**src/verilog/ioexp_pkg.sv**
```systemverilog
// shared constants and types of the two-lane serial i/o expander
package ioexp_pkg;

    localparam int          LANE_W    = 8;
    localparam int          PIN_W     = 2 * LANE_W;
    localparam int          NREG      = 12;
    // fixed upper five bits of the 7-bit target address
    localparam logic [4:0]  ADDR_BASE = 5'h1d;

    // register pointer values carried by the command byte
    localparam logic [3:0]  REG_IN0   = 4'h0;
    localparam logic [3:0]  REG_IN1   = 4'h1;
    localparam logic [3:0]  REG_OUT0  = 4'h2;
    localparam logic [3:0]  REG_POL0  = 4'h4;
    localparam logic [3:0]  REG_CFG0  = 4'h6;
    localparam logic [3:0]  REG_MODE0 = 4'h8;
    localparam logic [3:0]  REG_ANOM0 = 4'ha;
    localparam logic [3:0]  REG_LAST  = 4'hb;

    // register defaults: all pins inputs, outputs high, push-pull
    localparam logic [7:0]  RST_OUT   = 8'hff;
    localparam logic [7:0]  RST_POL   = 8'h00;
    localparam logic [7:0]  RST_CFG   = 8'hff;
    localparam logic [7:0]  RST_MODE  = 8'h00;
    localparam logic [7:0]  RST_ANOM  = 8'h00;

    typedef enum logic [7:0] {
        ST_IDLE  = 8'h01,
        ST_ADDR  = 8'h02,
        ST_ACK_A = 8'h04,
        ST_CMD   = 8'h08,
        ST_ACK_W = 8'h10,
        ST_WDATA = 8'h20,
        ST_RDATA = 8'h40,
        ST_MACK  = 8'h80
    } link_state_t;

    typedef struct packed {
        logic scl;
        logic sda;
    } bus_lvl_t;

    typedef struct packed {
        logic [PIN_W-1:0] lvl;
        logic [PIN_W-1:0] oe;
    } pin_drive_t;

    // default value of a register by pointer; input slots read as zero
    function automatic logic [7:0] reg_default(input logic [3:0] idx);
        logic [2:0] grp;
        grp = idx[3:1];
        case (grp)
            REG_OUT0[3:1]:  reg_default = RST_OUT;
            REG_POL0[3:1]:  reg_default = RST_POL;
            REG_CFG0[3:1]:  reg_default = RST_CFG;
            REG_MODE0[3:1]: reg_default = RST_MODE;
            REG_ANOM0[3:1]: reg_default = RST_ANOM;
            default:        reg_default = 8'h00;
        endcase
    endfunction

endpackage

```
**src/verilog/ioexp_top.sv**
```systemverilog
// two-lane serial i/o expander: target port, registers, pins and alert
// What this block does
// - after any reset every pin is input and registers hold defaults
// - two lanes of readable 8-bit input, output, polarity, direction, mode, anomaly
// - direction register sets each pin input or output bit by bit
// - polarity bit 1 inverts the pin level read from the input register
// - mode register picks push-pull or open-drain per output pin
// - input pins are left undriven, both drivers off
// - push-pull output pins drive the level of their output register bit
// - alert asserts when an input pin differs from its captured value
// - enabled anomaly: output pin level differing from its bit asserts alert
// - alert releases when pins return or, for input changes, the lane input is read
// - read release happens at the acknowledge before the data byte
// - a pin change during that acknowledge may be lost; accepted
// - transfers to other targets leave the alert untouched
// - alert capture is per lane; reading one lane never clears the other
// - turning an output into an input may raise an alert
// - hardware clear low resets the link machine and holds defaults
// - stay in reset until power good, then load defaults
// - two select pins form the low address bits, four devices per bus
// - alert is open-drain active low, pulls low only
// - target address is 0x74 to 0x77; last bit 1 reads, 0 writes
// - command byte low four bits pick the register, upper four zero
// - a read before any command byte is not acknowledged
// - multi-byte reads alternate between the two lanes of the pair
`timescale 1ns/100ps
`default_nettype none

module ioexp_top
    import ioexp_pkg::*;
(
    input  wire logic              i_clk_sys,
    input  wire logic              i_rst_b,
    input  wire logic              i_hw_clear_in_n,
    input  wire logic              i_power_good,
    input  wire logic              i_addr_sel_lo,
    input  wire logic              i_addr_sel_hi,
    input  wire logic              i_scl,
    input  wire logic              i_sda,
    output logic                   o_sda,
    output logic                   o_sda_oe,
    input  wire logic [LANE_W-1:0] i_lane0_pins,
    input  wire logic [LANE_W-1:0] i_lane1_pins,
    output logic      [LANE_W-1:0] o_lane0_pins,
    output logic      [LANE_W-1:0] o_lane0_pins_oe,
    output logic      [LANE_W-1:0] o_lane1_pins,
    output logic      [LANE_W-1:0] o_lane1_pins_oe,
    output logic                   o_change_alert_n,
    output logic                   o_change_alert_n_oe
);

    logic [1:0]       rst_s;
    logic             rst_n;
    bus_lvl_t         bus_s1, bus_s2, bus_s3;
    logic [PIN_W-1:0] pin_s1, pin_s2;
    logic [1:0]       hwc_s, pg_s;
    logic             clr;

    // reset release through two flops
    always_ff @(posedge i_clk_sys or negedge i_rst_b) begin
        if (!i_rst_b) begin
            rst_s <= 2'b00;
        end else begin
            rst_s <= {rst_s[0], 1'b1};
        end
    end
    assign rst_n = rst_s[1];

    always_ff @(posedge i_clk_sys or negedge rst_n) begin
        if (!rst_n) begin
            bus_s1 <= '1;
            bus_s2 <= '1;
            bus_s3 <= '1;
            pin_s1 <= '0;
            pin_s2 <= '0;
            hwc_s  <= 2'b00;
            pg_s   <= 2'b00;
        end else begin
            bus_s1 <= '{scl: i_scl, sda: i_sda};
            bus_s2 <= bus_s1;
            bus_s3 <= bus_s2;
            pin_s1 <= {i_lane1_pins, i_lane0_pins};
            pin_s2 <= pin_s1;
            hwc_s  <= {hwc_s[0], i_hw_clear_in_n};
            pg_s   <= {pg_s[0], i_power_good};
        end
    end

    // clear or no power good holds defaults
    assign clr = ~hwc_s[1] | ~pg_s[1];

    logic scl_rise, scl_fall, bus_start, bus_stop;
    // edges seen only on the second and third stages
    assign scl_rise  = bus_s2.scl & ~bus_s3.scl;
    assign scl_fall  = ~bus_s2.scl & bus_s3.scl;
    assign bus_start = bus_s2.scl & bus_s3.scl & bus_s3.sda & ~bus_s2.sda;
    assign bus_stop  = bus_s2.scl & bus_s3.scl & ~bus_s3.sda & bus_s2.sda;

    link_state_t       st_r, st_nxt;
    logic [2:0]        bit_r, bit_nxt;
    logic [7:0]        sh_r, sh_nxt, tx_r, tx_nxt;
    logic [3:0]        ptr_r, ptr_nxt;
    logic              cmdv_r, cmdv_nxt, rw_r, rw_nxt;
    logic              sda_oe_r, sda_oe_nxt;
    logic [PIN_W-1:0]  snap_r, snap_nxt;
    logic [7:0]        reg_r   [NREG];
    logic [7:0]        reg_nxt [NREG];
    logic [1:0]        rd_ev;
    logic              addr_done, addr_hit;

    // target address decode on the eighth address bit
    assign addr_done = (st_r == ST_ADDR) && scl_rise && (bit_r == 3'd7);
    // fixed base plus the two select pins
    assign addr_hit  = {sh_r[6:2], sh_r[1:0]}
                       == {ADDR_BASE, i_addr_sel_hi, i_addr_sel_lo};

    // link state machine, register writes and read captures
    always_comb begin
        logic [7:0] sh_in;
        logic       load;
        logic [3:0] lptr;
        logic       lane;
        sh_in      = {sh_r[6:0], bus_s2.sda};
        load       = 1'b0;
        lptr       = ptr_r;
        lane       = ptr_r[0];
        st_nxt     = st_r;
        bit_nxt    = bit_r;
        sh_nxt     = sh_r;
        tx_nxt     = tx_r;
        ptr_nxt    = ptr_r;
        cmdv_nxt   = cmdv_r;
        rw_nxt     = rw_r;
        sda_oe_nxt = sda_oe_r;
        snap_nxt   = snap_r;
        rd_ev      = 2'b00;
        for (int i = 0; i < NREG; i++) begin
            reg_nxt[i] = reg_r[i];
        end
        // stop always returns the machine to idle
        if (bus_stop) begin
            st_nxt     = ST_IDLE;
            sda_oe_nxt = 1'b0;
        end else if (bus_start) begin
            st_nxt     = ST_ADDR;
            bit_nxt    = 3'd0;
            sda_oe_nxt = 1'b0;
        end else if (scl_fall) begin
            // data changes only while the clock is low
            sda_oe_nxt = (st_r == ST_ACK_A) || (st_r == ST_ACK_W)
                         || ((st_r == ST_RDATA) && !tx_r[3'd7 - bit_r]);
        end else if (scl_rise) begin
            case (st_r)
                ST_ADDR: begin
                    sh_nxt  = sh_in;
                    bit_nxt = bit_r + 3'd1;
                    if (bit_r == 3'd7) begin
                        // foreign or early read: no ack
                        if (addr_hit && (!sh_in[0] || cmdv_r)) begin
                            st_nxt = ST_ACK_A;
                            rw_nxt = sh_in[0];
                        end else begin
                            st_nxt = ST_IDLE;
                        end
                    end
                end
                ST_ACK_A: begin
                    bit_nxt = 3'd0;
                    if (rw_r) begin
                        // capture and release at the ack rise
                        load   = 1'b1;
                        st_nxt = ST_RDATA;
                    end else begin
                        st_nxt = ST_CMD;
                    end
                end
                ST_CMD: begin
                    sh_nxt  = sh_in;
                    bit_nxt = bit_r + 3'd1;
                    if (bit_r == 3'd7) begin
                        // only pointers with a zero upper nibble
                        if (sh_in[7:4] == 4'h0 && sh_in[3:0] <= REG_LAST) begin
                            ptr_nxt  = sh_in[3:0];
                            cmdv_nxt = 1'b1;
                            st_nxt   = ST_ACK_W;
                        end else begin
                            st_nxt = ST_IDLE;
                        end
                    end
                end
                ST_ACK_W: begin
                    bit_nxt = 3'd0;
                    st_nxt  = ST_WDATA;
                end
                ST_WDATA: begin
                    sh_nxt  = sh_in;
                    bit_nxt = bit_r + 3'd1;
                    if (bit_r == 3'd7) begin
                        if (ptr_r >= REG_OUT0) begin
                            reg_nxt[ptr_r] = sh_in;
                        end
                        ptr_nxt = {ptr_r[3:1], ~ptr_r[0]};
                        st_nxt  = ST_ACK_W;
                    end
                end
                ST_RDATA: begin
                    bit_nxt = bit_r + 3'd1;
                    if (bit_r == 3'd7) begin
                        st_nxt = ST_MACK;
                    end
                end
                ST_MACK: begin
                    bit_nxt = 3'd0;
                    if (!bus_s2.sda) begin
                        // next byte comes from the other lane
                        lptr    = {ptr_r[3:1], ~ptr_r[0]};
                        ptr_nxt = lptr;
                        load    = 1'b1;
                        st_nxt  = ST_RDATA;
                    end else begin
                        st_nxt = ST_IDLE;
                    end
                end
                default: st_nxt = ST_IDLE;
            endcase
        end
        // every register readable, inputs inverted per bit
        if (load) begin
            lane = lptr[0];
            if (lptr <= REG_IN1) begin
                tx_nxt = pin_s2[lane*LANE_W +: LANE_W]
                         ^ reg_r[REG_POL0 + {3'd0, lane}];
                snap_nxt[lane*LANE_W +: LANE_W] = pin_s2[lane*LANE_W +: LANE_W];
                rd_ev[lane] = 1'b1;
            end else begin
                tx_nxt = reg_r[lptr];
            end
        end
        if (clr) begin
            st_nxt     = ST_IDLE;
            cmdv_nxt   = 1'b0;
            ptr_nxt    = REG_IN0;
            sda_oe_nxt = 1'b0;
            snap_nxt   = pin_s2;
            for (int i = 0; i < NREG; i++) begin
                reg_nxt[i] = reg_default(4'(i));
            end
        end
    end

    always_ff @(posedge i_clk_sys or negedge rst_n) begin
        if (!rst_n) begin
            st_r     <= ST_IDLE;
            bit_r    <= 3'd0;
            sh_r     <= 8'h00;
            tx_r     <= 8'h00;
            ptr_r    <= REG_IN0;
            cmdv_r   <= 1'b0;
            rw_r     <= 1'b0;
            sda_oe_r <= 1'b0;
            snap_r   <= '0;
            for (int i = 0; i < NREG; i++) begin
                reg_r[i] <= reg_default(4'(i));
            end
        end else begin
            st_r     <= st_nxt;
            bit_r    <= bit_nxt;
            sh_r     <= sh_nxt;
            tx_r     <= tx_nxt;
            ptr_r    <= ptr_nxt;
            cmdv_r   <= cmdv_nxt;
            rw_r     <= rw_nxt;
            sda_oe_r <= sda_oe_nxt;
            snap_r   <= snap_nxt;
            reg_r    <= reg_nxt;
        end
    end

    logic [PIN_W-1:0] out_all, cfg_all, mode_all, anom_all;
    logic [1:0]       pend;
    pin_drive_t       drv_nxt, drv_r;
    logic             alert_nxt, alert_r;

    assign out_all  = {reg_r[REG_OUT0 + 4'd1], reg_r[REG_OUT0]};
    assign cfg_all  = {reg_r[REG_CFG0 + 4'd1], reg_r[REG_CFG0]};
    assign mode_all = {reg_r[REG_MODE0 + 4'd1], reg_r[REG_MODE0]};
    assign anom_all = {reg_r[REG_ANOM0 + 4'd1], reg_r[REG_ANOM0]};

    // pin drivers and alert sources per lane
    always_comb begin
        drv_nxt.lvl = ~cfg_all & ~mode_all & out_all;
        drv_nxt.oe  = ~cfg_all & (~mode_all | ~out_all);
        for (int l = 0; l < 2; l++) begin
            // mismatch is a level, not an event
            pend[l] = |((pin_s2[l*LANE_W +: LANE_W] ^ snap_r[l*LANE_W +: LANE_W])
                        & cfg_all[l*LANE_W +: LANE_W])
                    | |((pin_s2[l*LANE_W +: LANE_W] ^ out_all[l*LANE_W +: LANE_W])
                        & ~cfg_all[l*LANE_W +: LANE_W]
                        & anom_all[l*LANE_W +: LANE_W]);
        end
        // change during the clearing ack may show only briefly
        alert_nxt = |pend & ~clr;
    end

    always_ff @(posedge i_clk_sys or negedge rst_n) begin
        if (!rst_n) begin
            drv_r   <= '0;
            alert_r <= 1'b0;
        end else begin
            drv_r   <= drv_nxt;
            alert_r <= alert_nxt;
        end
    end

    // both open-drain lines only ever drive low
    assign o_sda               = 1'b0;
    assign o_change_alert_n    = 1'b0;
    assign o_sda_oe            = sda_oe_r;
    assign o_change_alert_n_oe = alert_r;
    assign o_lane0_pins        = drv_r.lvl[LANE_W-1:0];
    assign o_lane1_pins        = drv_r.lvl[PIN_W-1:LANE_W];
    assign o_lane0_pins_oe     = drv_r.oe[LANE_W-1:0];
    assign o_lane1_pins_oe     = drv_r.oe[PIN_W-1:LANE_W];

    // read bit as it enters the shifter on the eighth address rise
    logic sh_in_rd;
    assign sh_in_rd = bus_s2.sda;
endmodule

`default_nettype wire

```
**config.mk**
```make
export PLATFORM = sky130hd
export DESIGN_NAME = ioexp_top
export DESIGN_NICKNAME = d
export VERILOG_FILES = /design/src/verilog/ioexp_pkg.sv /design/src/verilog/ioexp_top.sv
export SDC_FILE = /design/constraint.sdc
export NUM_CORES = 1
export LEC_CHECK = 0
export BUFFER_PORTS_ARGS = -buffer_cell sky130_fd_sc_hd__buf_2
export CAP_MARGIN = 20
export CORE_MARGIN = 2
export CORE_UTILIZATION = 45
export DETAILED_ROUTE_END_ITERATION = 10
export GPL_ROUTABILITY_DRIVEN = 0
export HOLD_SLACK_MARGIN = 0.08
export PLACE_DENSITY = 0.64
export SYNTH_ARGS = -nofsm -noshare
export SYNTH_HDL_FRONTEND = slang
export SYNTH_SLANG_ARGS = --single-unit
```
**constraint.sdc**
```tcl
create_clock -name i_clk_sys -period 10.9 [get_ports i_clk_sys]
set_input_delay 1.635 -clock i_clk_sys [delete_from_list [all_inputs] [get_ports i_clk_sys]]
set_output_delay 1.635 -clock i_clk_sys [all_outputs]
set_load 0.05 [all_outputs]
```
==> run summary <==
via count - 7348
Placed Area - 10200 um2
DRT Pass-1 Iters - 5
clk buf depth - 3
Die Y - 151 um
Resize count post-CTS - 0
Synth Area per Inst - 10.8 um2
ys async rst share - 100%
sw frac - 25.9%
Buffers on Ports - 57
fin nets - 956
first-pass GRT wire length - 41.2 mm
gr ovfl total - 0
overall power - 1.85 mW
die area - 22700 um2
Peak Freq - 0.323 GHz
Power Density - 168 nW/um2
CTS tree - done
row count - 53
vias in the first global route - 6896
Seq pwr share - 46.6%
H-tree depth - 1
routed wire length - 26.5 mm
DRC - 0
number of synthesized flops with an enable pin - 0
drt via density - 6.01
IO Pins - 60
Post-CTS Hold Buffers - 0
clk_skew - 0.0199 ns
Util after Layout - 52.1%
ys flop type - dfrtp_1
cell-internal power - 1.37 mW
Yosys top cell by area - dfrtp_1
post-route cell area - 11000 um2
crit path DAT - 3.47 ns
Distinct cells, synth - 68
Yosys warning count - 0
Core ar. - 21100 um2
largest net degree at the start of global routing - 79
unrepaired setup endpoints after global routing - no
worst skew pair latency - 0.53 ns
final hold vios - 0
clock-pin slew on the worst setup and hold paths - 0.06 ns
wire per inst - 21.7 um
Final Cycle Share - 28.4%
Post-Syn Instances - 894
Max Cap Viol - 0
Synth top area share - 43.1%
CTS sink count - 206
Setup violations, final - 0
Comb power frac - 8.9%
Clk pwr share - 44.5%
Reg area - 5210 um2
postcts setup bufs - 0
Worst Max-Slew Pin Slew - 1.06 ns
Seq/Total Area, Yosys - 53.7%
CP required - 11.28 ns
Fill cells - 1871
relative slew slack - 28.4%
DP HPWL - 17.9 mm
area of the multi-input gates - 4200 um2
Critical Path End Type - register
Static Leakage - 4.88 nW
area delta synth->final - 13.2%
status - completed
Die X - 151 um
Tmin final - 3.09 ns
Clock Tree Root - clkbuf_16
CP Max Fanout - 19
layout cell share with drive strength beyond 1 - 21.1%
CP Class - reg -> reg
hold crit path type - reg -> reg
number of synthesized register bits - 206
antenna violations before repair - 0
CTS Buf Count - 23
synthesized area - 9700 um2
Area contributors post-synth - dfrtp_1 (43%), dfstp_2 (11%), xor2_1 (3.7%)
crit path launch type - register
TNS Setup - 0 ns
post-route antenna net violation count - 0
Initial DRC Count - 825
P_sw - 0.478 mW
Ant. Diodes - 0
Total Routing Usage GR - 23.9%
Slew Limit Fails - 0
Initial Util - 46.0%
worst vdd ir - 0.000140 V
synthesized netlist by cell type, drive strengths merged (2+ instances only):
| cell | number |
|---|---|
| nand2b | 6 |
| o21ai | 72 |
| and3 | 19 |
| nand4 | 8 |
| mux4 | 10 |
| nor3b | 33 |
| a32oi | 3 |
| nor2 | 56 |
| mux2 | 34 |
| a21oi | 71 |
| o221a | 6 |
| nor3 | 13 |
| a41oi | 3 |
| nand3 | 20 |
| ha | 2 |
| dfrtp | 167 |
| nand4b | 2 |
| buf | 17 |
| clkbuf | 41 |
| o2111ai | 3 |
| inv | 15 |
| dfstp | 39 |
| a31oi | 3 |
| nor4 | 4 |
| nand3b | 6 |
| o22ai | 7 |
| a22oi | 6 |
| and2 | 3 |
| a22o | 21 |
| xnor2 | 14 |
| o31a | 2 |
| a311oi | 7 |
| nand2 | 82 |
| nor2b | 7 |
| a221o | 2 |
| conb | 2 |
| a211oi | 2 |
| xor2 | 41 |
| a221oi | 7 |
| mux2i | 9 |
| a32o | 17 |
critical path: stages (launching register included):
cell and delay (ns):
dfstp_2 0.80, nor4b_2 0.11, and3_1 0.49, xnor2_4 0.59
mux4_2 0.39, a221oi_1 0.47, nor3_1 0.08
sequential cells by signal (all words and copies together), names as in the netlist, 16 cells and up:
register  count
anom_all     16
cfg_all      16
mode_all     16
out_all      16
pin_s1       16
pin_s2       16
reg_r        16
snap_r       16
placed cells by master (no fill, tap or decap), types with 12 or more instances in the layout:
| master | count |
|---|---|
| nand3_1 | 20 |
| xor2_1 | 41 |
| nor3b_1 | 33 |
| mux2_2 | 26 |
| nor3_1 | 12 |
| a22o_1 | 21 |
| and3_1 | 19 |
| nor2_1 | 54 |
| nand2_1 | 81 |
| dfstp_2 | 39 |
| clkbuf_16 | 23 |
| a32o_1 | 17 |
| xnor2_1 | 12 |
| inv_1 | 14 |
| buf_2 | 57 |
| a21oi_1 | 70 |
| o21ai_0 | 61 |
| dfrtp_1 | 166 |
final timing paths:
| check | start | endpoint | slack [ns] | depth (start not counted) |
|---|---|---|---|---|
| min in group asynchronous | rst_s[1] | reg_r[50] | 0.47 | 0 |
| worst min register to register | hwc_s[0] | hwc_s[1] | 0.34 | 0 |
| max in group asynchronous | rst_s[1] | snap_r[12] | 8.18 | 2 |
| worst max register to register | sh_in_rd | tx_r[5] | 7.81 | 6 |
| worst min-delay path | hwc_s[0] | hwc_s[1] | 0.34 | 0 |
| worst max-delay path | sh_in_rd | tx_r[5] | 7.81 | 6 |
power groups by stage:
stage          combinational [mW]  sequential (mW)  clock [mW]
2_1_floorplan              0.0738            0.907           0
3_3_place_gp                0.163            0.871           0
3_5_place_dp                0.164            0.873           0
4_1_cts                     0.165            0.860       0.834
5_1_grt                     0.178            0.866       0.866
6_report                    0.165            0.860       0.822
stage by stage:
stage / hold slack [ns] / std cells / worst slack, ns
6_report: 0.344 / 1222 / 7.81
5_1_grt: 0.346 / 1222 / 7.66
4_1_cts: 0.347 / 1222 / 7.88
3_5_place_dp: 0.336 / 1180 / 7.44
3_3_place_gp: 0.332 / 1180 / 7.48
2_1_floorplan: 0.331 / 895 / 4.80
metal layers:
layer / vias to the layer above / track usage [%] / wire (um)
met5: - / 0 / 0
met4: 0 / 8.50 / 889
met3: 53 / 3.43 / 1840
met2: 302 / 36.1 / 12100
met1: 3678 / 35.3 / 11700
li1: 3315 / - / -
area by class of cell:
cell class	instances	area share, %
Clock buffer	32	6.10
Clock inverter	10	1.26
Inverter	15	0.513
Multi-Input combinational cell	616	38.2
Sequential cell	206	47.4
Tap cell	275	3.13
Timing Repair Buffer	68	3.35
cell families after synthesis:
kind of cell | synth area share, %
buf+inv | 3.11
mux | 7.24
other cells | 0.0774
xor+xnor | 5.35
simple gates | 14.2
flops | 53.7
fa+ha+maj | 0.258
compound gates | 16.1
Note: power is estimated with default switching activity, not from simulation.
